--- src/rtl/chopper_pkg.sv ---
// constants for the dual chopper control block
package chopper_pkg;
  localparam int unsigned clk_hz = 50000000;
  // chopping rate in hertz, as printed 26.5 kHz
  localparam int unsigned chop_hz = 26500;
  localparam int unsigned chop_cycles = clk_hz / chop_hz;
  localparam logic [11:0] chop_last = 12'(chop_cycles - 1);
  // dead time when a direction changes, in ns
  localparam int unsigned dead_ns = 2000;
  localparam int unsigned dead_cycles = (dead_ns + 19) / 20;
  localparam logic [7:0] dead_load = 8'(dead_cycles);
  // register map
  localparam logic [3:0] ctrl_offs = 4'h0;
  localparam logic [3:0] status_offs = 4'h4;
  localparam int ctrl_dir1_bit = 0;
  localparam int ctrl_dir2_bit = 1;
  localparam int ctrl_off1_bit = 2;
  localparam int ctrl_off2_bit = 3;
  localparam logic [3:0] ctrl_reset_value = 4'hC;
endpackage : chopper_pkg

--- src/rtl/chopper_channel.sv ---
// one chopper channel: latch, dead time and bridge gating
`timescale 1ns/10ps
module chopper_channel (
  // clock and reset
  input wire logic core_clk,
  input wire logic reset,
  input wire logic clk_en,
  // control
  input wire logic chop_tick,
  input wire logic sense_trip,
  input wire logic direction,
  input wire logic bridge_off,
  input wire logic hot,
  // bridge gates: upper a, lower b drive current a to b
  output logic [3:0] gate
);
  logic latch_reg;
  logic dir_reg;
  logic [7:0] dead_reg;
  logic [7:0] dead_next;
  wire dir_change = direction != dir_reg;
  wire dead_busy = dead_reg != 8'h00;
  wire conduct = latch_reg && !bridge_off && !hot && !dead_busy && !dir_change;
  assign dead_next = dir_change ? chopper_pkg::dead_load : (dead_busy ? dead_reg - 8'h01 : 8'h00);
  always_ff @(posedge core_clk or posedge reset) begin
    if (reset) begin
      latch_reg <= 1'b0;
      dir_reg <= 1'b0;
      dead_reg <= 8'h00;
      gate <= 4'h0;
    end else if (clk_en) begin
      // clear wins over set so a trip at the tick keeps the bridge off
      if (sense_trip) latch_reg <= 1'b0;
      else if (chop_tick) latch_reg <= 1'b1;
      dir_reg <= direction;
      dead_reg <= dead_next;
      gate <= conduct ? (dir_reg ? 4'b1001 : 4'b0110) : 4'h0;
    end
  end
  property p_trip_off;
    @(posedge core_clk) disable iff (reset) (clk_en && sense_trip) |=> !latch_reg;
  endproperty
  a_trip_off: assert property (p_trip_off) else $error("latch not cleared by trip");
  property p_tick_on;
    @(posedge core_clk) disable iff (reset) (clk_en && chop_tick && !sense_trip) |=> latch_reg;
  endproperty
  a_tick_on: assert property (p_tick_on) else $error("latch not set by tick");
  property p_coincide;
    @(posedge core_clk) disable iff (reset) (clk_en && chop_tick && sense_trip) |=> !latch_reg;
  endproperty
  a_coincide: assert property (p_coincide) else $error("tick beat trip");
  property p_off;
    @(posedge core_clk) disable iff (reset) (clk_en && (bridge_off || hot)) |=> gate == 4'h0;
  endproperty
  a_off: assert property (p_off) else $error("bridge on while off or hot");
  property p_dead;
    @(posedge core_clk) disable iff (reset) (clk_en && dir_change) |=> gate == 4'h0;
  endproperty
  a_dead: assert property (p_dead) else $error("no dead time on reversal");
  property p_legs;
    @(posedge core_clk) disable iff (reset) !(gate[3] && gate[1]) && !(gate[2] && gate[0]);
  endproperty
  a_legs: assert property (p_legs) else $error("leg cross conduction");
  property p_dir;
    @(posedge core_clk) disable iff (reset) (gate != 4'h0) |-> (gate == (dir_reg ? 4'b1001 : 4'b0110));
  endproperty
  a_dir: assert property (p_dir) else $error("wrong diagonal");
endmodule : chopper_channel

--- src/rtl/dual_chopper_step_control.sv ---
// top of the dual chopper control with avalon register slave
//
// Decided for this implementation: the address map and the Avalon-MM slave port.
`timescale 1ns/10ps
// Notes on behaviour
// - one chopping clock feeds both channels' turn-on triggers.
// - every tick sets each channel latch unless that channel's comparator trips in the same cycle, bridge on.
// - comparator trip clears latch, bridge off until next tick.
// - fixed chop rate 26.5 kHz, on-time varies per cycle.
// - constant frequency with variable duty, no fixed off-time.
// - high bridge-off input forces all four transistors of that channel off.
// - direction high drives current output a to b, low reverses.
// - direction change inserts dead time before the new diagonal.
// - over-temperature forces all outputs off until cooled about 20 degrees.
module dual_chopper_step_control (
  // clock, reset, enable
  input wire logic core_clk,
  input wire logic reset,
  input wire logic clk_en,
  // avalon-mm slave
  input wire logic [3:0] address,
  input wire logic read,
  input wire logic write,
  input wire logic [31:0] writedata,
  output logic [31:0] readdata,
  output logic waitrequest,
  // sense comparators and thermal flag
  input wire logic chan1_sense_trip,
  input wire logic chan2_sense_trip,
  input wire logic over_temp,
  // bridges
  output logic [3:0] chan1_gate,
  output logic [3:0] chan2_gate
);
  // chopping clock shared by both channels
  logic [11:0] chop_cnt_reg;
  logic [11:0] chop_cnt_next;

  // register slave state
  logic [3:0] ctrl_reg;
  logic [3:0] ctrl_next;
  logic ack_reg;
  logic [31:0] readdata_next;

  // chopping clock decode
  wire chop_tick = chop_cnt_reg == chopper_pkg::chop_last;
  assign chop_cnt_next = chop_tick ? 12'h000 : chop_cnt_reg + 12'h001;

  // bus decode
  wire request = read || write;
  wire access = request && !ack_reg;
  wire commit = request && ack_reg;
  wire sel_ctrl = address == chopper_pkg::ctrl_offs;
  wire sel_status = address == chopper_pkg::status_offs;
  wire ctrl_wr = commit && write && sel_ctrl;

  // read words
  wire chan1_on = chan1_gate != 4'h0;
  wire chan2_on = chan2_gate != 4'h0;
  wire [31:0] status_word = {24'h000000, chan2_on, chan1_on, over_temp, chop_tick, ctrl_reg};
  wire [31:0] ctrl_word = {28'h0000000, ctrl_reg};
  wire [31:0] read_word = sel_ctrl ? ctrl_word : (sel_status ? status_word : 32'h00000000);

  // next values
  assign ctrl_next = ctrl_wr ? writedata[3:0] : ctrl_reg;
  assign readdata_next = (access && read) ? read_word : readdata;

  // one wait state per access keeps read data registered;
  // a write lands only at the edge where the master sees waitrequest low
  assign waitrequest = access;

  always_ff @(posedge core_clk or posedge reset) begin
    if (reset) begin
      chop_cnt_reg <= 12'h000;
    end else if (clk_en) begin
      chop_cnt_reg <= chop_cnt_next;
    end
  end

  always_ff @(posedge core_clk or posedge reset) begin
    if (reset) begin
      ctrl_reg <= chopper_pkg::ctrl_reset_value;
    end else if (clk_en) begin
      ctrl_reg <= ctrl_next;
    end
  end

  always_ff @(posedge core_clk or posedge reset) begin
    if (reset) begin
      ack_reg <= 1'b0;
    end else if (clk_en) begin
      ack_reg <= access;
    end
  end

  always_ff @(posedge core_clk or posedge reset) begin
    if (reset) begin
      readdata <= 32'h00000000;
    end else if (clk_en) begin
      readdata <= readdata_next;
    end
  end

  // the thermal hysteresis lives in the sensor; over_temp is already held
  chopper_channel u_chan1 (
    .core_clk(core_clk),
    .reset(reset),
    .clk_en(clk_en),
    .chop_tick(chop_tick),
    .sense_trip(chan1_sense_trip),
    .direction(ctrl_reg[chopper_pkg::ctrl_dir1_bit]),
    .bridge_off(ctrl_reg[chopper_pkg::ctrl_off1_bit]),
    .hot(over_temp),
    .gate(chan1_gate)
  );

  chopper_channel u_chan2 (
    .core_clk(core_clk),
    .reset(reset),
    .clk_en(clk_en),
    .chop_tick(chop_tick),
    .sense_trip(chan2_sense_trip),
    .direction(ctrl_reg[chopper_pkg::ctrl_dir2_bit]),
    .bridge_off(ctrl_reg[chopper_pkg::ctrl_off2_bit]),
    .hot(over_temp),
    .gate(chan2_gate)
  );

  property p_wait_first;
    @(posedge core_clk) disable iff (reset) (request && !ack_reg) |-> waitrequest;
  endproperty
  a_wait_first: assert property (p_wait_first) else $error("no wait state on new access");

  property p_wait_done;
    @(posedge core_clk) disable iff (reset) (clk_en && access) |=> !waitrequest;
  endproperty
  a_wait_done: assert property (p_wait_done) else $error("access not answered after one wait");

  property p_write_lands;
    @(posedge core_clk) disable iff (reset) (clk_en && ctrl_wr) |=> ctrl_reg == $past(writedata[3:0]);
  endproperty
  a_write_lands: assert property (p_write_lands) else $error("control write lost");

  property p_ctrl_hold;
    @(posedge core_clk) disable iff (reset) (clk_en && !ctrl_wr) |=> $stable(ctrl_reg);
  endproperty
  a_ctrl_hold: assert property (p_ctrl_hold) else $error("control changed without write");

  property p_read_data;
    @(posedge core_clk) disable iff (reset) (clk_en && access && read) |=> readdata == $past(read_word);
  endproperty
  a_read_data: assert property (p_read_data) else $error("read data not captured");

  property p_unmapped;
    @(posedge core_clk) disable iff (reset) (clk_en && access && read && !sel_ctrl && !sel_status) |=> readdata == 32'h00000000;
  endproperty
  a_unmapped: assert property (p_unmapped) else $error("unmapped read not zero");

  property p_status_hot;
    @(posedge core_clk) disable iff (reset) (clk_en && access && read && sel_status) |=> readdata[5] == $past(over_temp);
  endproperty
  a_status_hot: assert property (p_status_hot) else $error("status misses thermal flag");

  property p_freeze;
    @(posedge core_clk) disable iff (reset) !clk_en |=> ($stable(chop_cnt_reg) && $stable(ctrl_reg) && $stable(chan1_gate));
  endproperty
  a_freeze: assert property (p_freeze) else $error("state moved while enable low");

  property p_cnt_range;
    @(posedge core_clk) disable iff (reset) chop_cnt_reg <= chopper_pkg::chop_last;
  endproperty
  a_cnt_range: assert property (p_cnt_range) else $error("chop counter out of range");

  property p_shared_tick;
    @(posedge core_clk) disable iff (reset) (clk_en && chop_tick && !chan1_sense_trip && !chan2_sense_trip) |=> (u_chan1.latch_reg && u_chan2.latch_reg);
  endproperty
  a_shared_tick: assert property (p_shared_tick) else $error("tick did not reach both channels");

  property p_chan_off;
    @(posedge core_clk) disable iff (reset) (clk_en && ctrl_reg[chopper_pkg::ctrl_off1_bit]) |=> chan1_gate == 4'h0;
  endproperty
  a_chan_off: assert property (p_chan_off) else $error("channel one on while switched off");

  property p_hot;
    @(posedge core_clk) disable iff (reset) (clk_en && over_temp) |=> (chan1_gate == 4'h0 && chan2_gate == 4'h0);
  endproperty
  a_hot: assert property (p_hot) else $error("outputs on while hot");
  property p_period;
    @(posedge core_clk) disable iff (reset) (clk_en && chop_tick) |=> chop_cnt_reg == 12'h000;
  endproperty
  a_period: assert property (p_period) else $error("chop counter not restarted");
endmodule : dual_chopper_step_control

--- config.mk ---
export PLATFORM = sky130hd
export DESIGN_NAME = dual_chopper_step_control
export DESIGN_NICKNAME = d
export VERILOG_FILES = /design/src/rtl/chopper_pkg.sv /design/src/rtl/chopper_channel.sv /design/src/rtl/dual_chopper_step_control.sv
export SDC_FILE = /design/constraint.sdc
export NUM_CORES = 1
export LEC_CHECK = 0
export BUFFER_PORTS_ARGS = -buffer_cell sky130_fd_sc_hd__buf_2
export CORE_ASPECT_RATIO = 1.25
export CORE_MARGIN = 1.5
export CORE_UTILIZATION = 55
export DETAILED_ROUTE_END_ITERATION = 7
export GPL_ROUTABILITY_DRIVEN = 0
export MAX_ROUTING_LAYER = met4
export PLACE_DENSITY_LB_ADDON = 0.2
export SLEW_MARGIN = 25
export SYNTH_ARGS = -nofsm -noshare
export SYNTH_HDL_FRONTEND = slang
export SYNTH_SLANG_ARGS = --single-unit
--- constraint.sdc ---
create_clock -name core_clk -period 3.1 [get_ports core_clk]
set_input_delay 0.31 -clock core_clk [delete_from_list [all_inputs] [get_ports core_clk]]
set_output_delay 0.31 -clock core_clk [all_outputs]
set_load 0.005 [all_outputs]
==> flow_summary.toml <==
[power]
p_switching_mw = 0.7016
cellPowerDensity_nw_per_um2 = 666.8
p_leak_nw = 1.331
clkPwrFrac_pct = 19.7
total_power_mw = 1.911
sw_frac_of_total_pct = 36.72
pwr-share-comb_pct = 29.8
ir_worst_vdd_v = 0.0003947
internal_power_mw = 1.209
p_seq_share_pct = 50.5

[synth]
ys_warn_count = 0
yosysSeqAreaShare_pct = 45.42
ys_types = 55
syn_inst = 273
synth_top_flop_cell = "dfrtp_1"
synth_top_area_share_pct = 43.48
synth_edf_count = 0
syn_avg_cell_area_sq_um = 9.909
ys_seq_elements = 49
synth-async-reset-ratio_pct = 100.0
syn_area_sq_um = 2705
synthTopCellsByArea = "dfrtp_1, buf_4, a22o_1"
synth_area_leader_cell = "dfrtp_1"

[floorplanning]
design.core.area_sq_um = 4730
die_h_um = 81.41
pin_count = 85
initial_core_util_pct = 57.20
fp-row-count = 28
chipWidth_um = 65.73
dieArea_sq_um = 5351

[sta]
rsz0062_at_grt = "no"
tightestPinTransition_ps = 831.5
max_freq_mhz = 523.2
hold_viol = 0
slew_headroom_pct = 44.50
min_period_over_period_pct = 61.66
drv_slew = 0
clock_skew_ps = 10.16
period_needed_ps = 1911
setup_tns_ps = 0
setup_violations = 0

[place]
io_buffers = 32
dp_hpwl_um = 3649
place_area_sq_um = 2778

[route]
num_vias = 2013
vias_per_cell = 5.592
drtPass1Iterations = 4
drc = 0
ant_nets = 0
wl_per_cell_um = 13.89
wirelength_um = 4999
drt_iter0_markers = 105

[critical_path]
critPathKind = "flop to flop"
timing.rr.end = "u_chan1.dead_reg[3]"
end_kind = "flop"
crit_arrival_ps = 2120
cp_max_fo = 4
reg2reg_slack_ps = 1190
startpoint_type = "flop"
r2r-start = "u_chan1.dead_reg[0]"
crit_required_ps = 3300
r2r_cells = 6

[run_status]
status = "completed"

[clock_tree]
clockBufferDepth = 2
h-tree-depth = 2
clock_latency_ps = 300
clkSinkCount = 49
ctsResizeCount = 0
cts_tree = "yes"
holdBufCountCts = 0
post-cts-setup-buffer-count = 0
clk_pin_slew_worst_paths_ps = 90
cts.root.buffer_cell = "clkbuf_8"
numCtsBuffers = 5

[global_route]
grt-ovfl-total = 0
grt_max_degree = 50
track_usage_pct = 20.88
antenna_found_initial = 0
first_global_vias = 1872
grt_pass1_wl_um = 8459

[worst_hold_path]
min_path_type = "input port to async pin"

[finish]
multiInputGateArea_sq_um = 1254
fin_area_sq_um = 2865
num-nets-final = 349
nFillCells = 449
n_antenna_cell = 0
largest_reg_flops = 12
area_growth_pct = 5.921
area.sequential_sq_um = 1229
drive_above_1_share_pct = 20.00

[flow_run]
cap_violations = 0
-- cells in the final DEF (no fill, tap or decap), types with 7 or more instances in the layout --
cell / n
nor2_1: 20
conb_1: 24
nand2_1: 15
nor3_1: 11
nand3_1: 12
o21ai_0: 16
buf_2: 32
inv_1: 13
dfrtp_1: 47
mux2_2: 7
a22o_1: 12
-- power by group through the flow --
stage	clock network [mW]	logic (mW)	registers [mW]
after floorplan	0	0.495	0.923
after global placement	0	0.548	0.963
after detailed placement	0	0.574	0.971
after CTS	0.388	0.575	0.960
after global routing	0.413	0.653	0.985
final	0.376	0.569	0.966
-- cell type report --
| type | count | area share, % |
|---|---|---|
| Timing Repair Buffer | 33 | 5.852 |
| Clock buffer | 6 | 2.533 |
| Sequential cell | 49 | 42.88 |
| Multi-Input combinational cell | 196 | 43.76 |
| Inverter | 14 | 1.878 |
| Tap cell | 60 | 2.620 |
| Clock inverter | 2 | 0.4803 |
-- synthesized netlist by cell type (6+ instances only) --
cell / number
inv_1: 14
dfrtp_1: 47
nor3_1: 11
o21ai_0: 16
nand3_1: 12
o22ai_1: 6
nand2_1: 15
mux2_2: 7
ha_1: 6
a22o_1: 12
nand2b_1: 6
nor2_1: 20
buf_4: 28
-- worst max-delay path by stage --
stage	start	to	slack [ps]
CTS	u_chan1.dead_reg[0]	u_chan1.dead_reg[3]	1190
global placement	u_chan1.dead_reg[0]	u_chan1.dead_reg[3]	1220
detailed placement	u_chan1.dead_reg[0]	u_chan1.dead_reg[3]	1200
global route	ack_reg	readdata[3]	1080
finish	u_chan1.dead_reg[0]	u_chan1.dead_reg[3]	1190
floorplan	u_chan1.dead_reg[0]	u_chan1.dead_reg[3]	1390
-- kinds of logic (layout without fill, tap and decap cells) --
kind of cell	after synthesis	after routing	share of synthesized area [%]
adders and majority gates	6	6	2.775
AOI/OAI and AO/OA	63	63	16.70
other	1	24	0.1386
xor gates and xnor gates	6	6	1.943
and+or+nand+nor	89	89	18.32
buffers and inverters	51	55	11.42
muxes	8	8	3.284
DFF	49	49	45.42
-- per-layer routing --
metal / vias to the layer above / global-route usage (%) / wire length [um]
met2: 40 / 35.56 / 2543
met1: 985 / 25.32 / 2230
met3: 8 / 4.110 / 150
li1: 980 / - / -
met5: - / - / 0
met4: 0 / 5.833 / 74
-- per-stage QoR --
step | hold WS, ps | setup slack (ps) | instances | util [%]
after floorplan | 398.8 | 1385 | 296 | -
after global placement | 456.4 | 1222 | 352 | 58.73
after detailed placement | 462.1 | 1203 | 352 | 58.73
after CTS | 162.7 | 1186 | 360 | 60.56
after global routing | 154.1 | 1076 | 360 | 60.58
final | 136.9 | 1189 | 360 | 60.58
-- worst max-delay path: stages, from the launching register on --
cell and delay [ps]:
dfrtp_1 410, inv_1 120, ha_1 180, or3b_2 500, o21ai_1 290, o21ai_1 120, a21o_1 190
No activity file was read; power rests on OpenSTA's default activity.
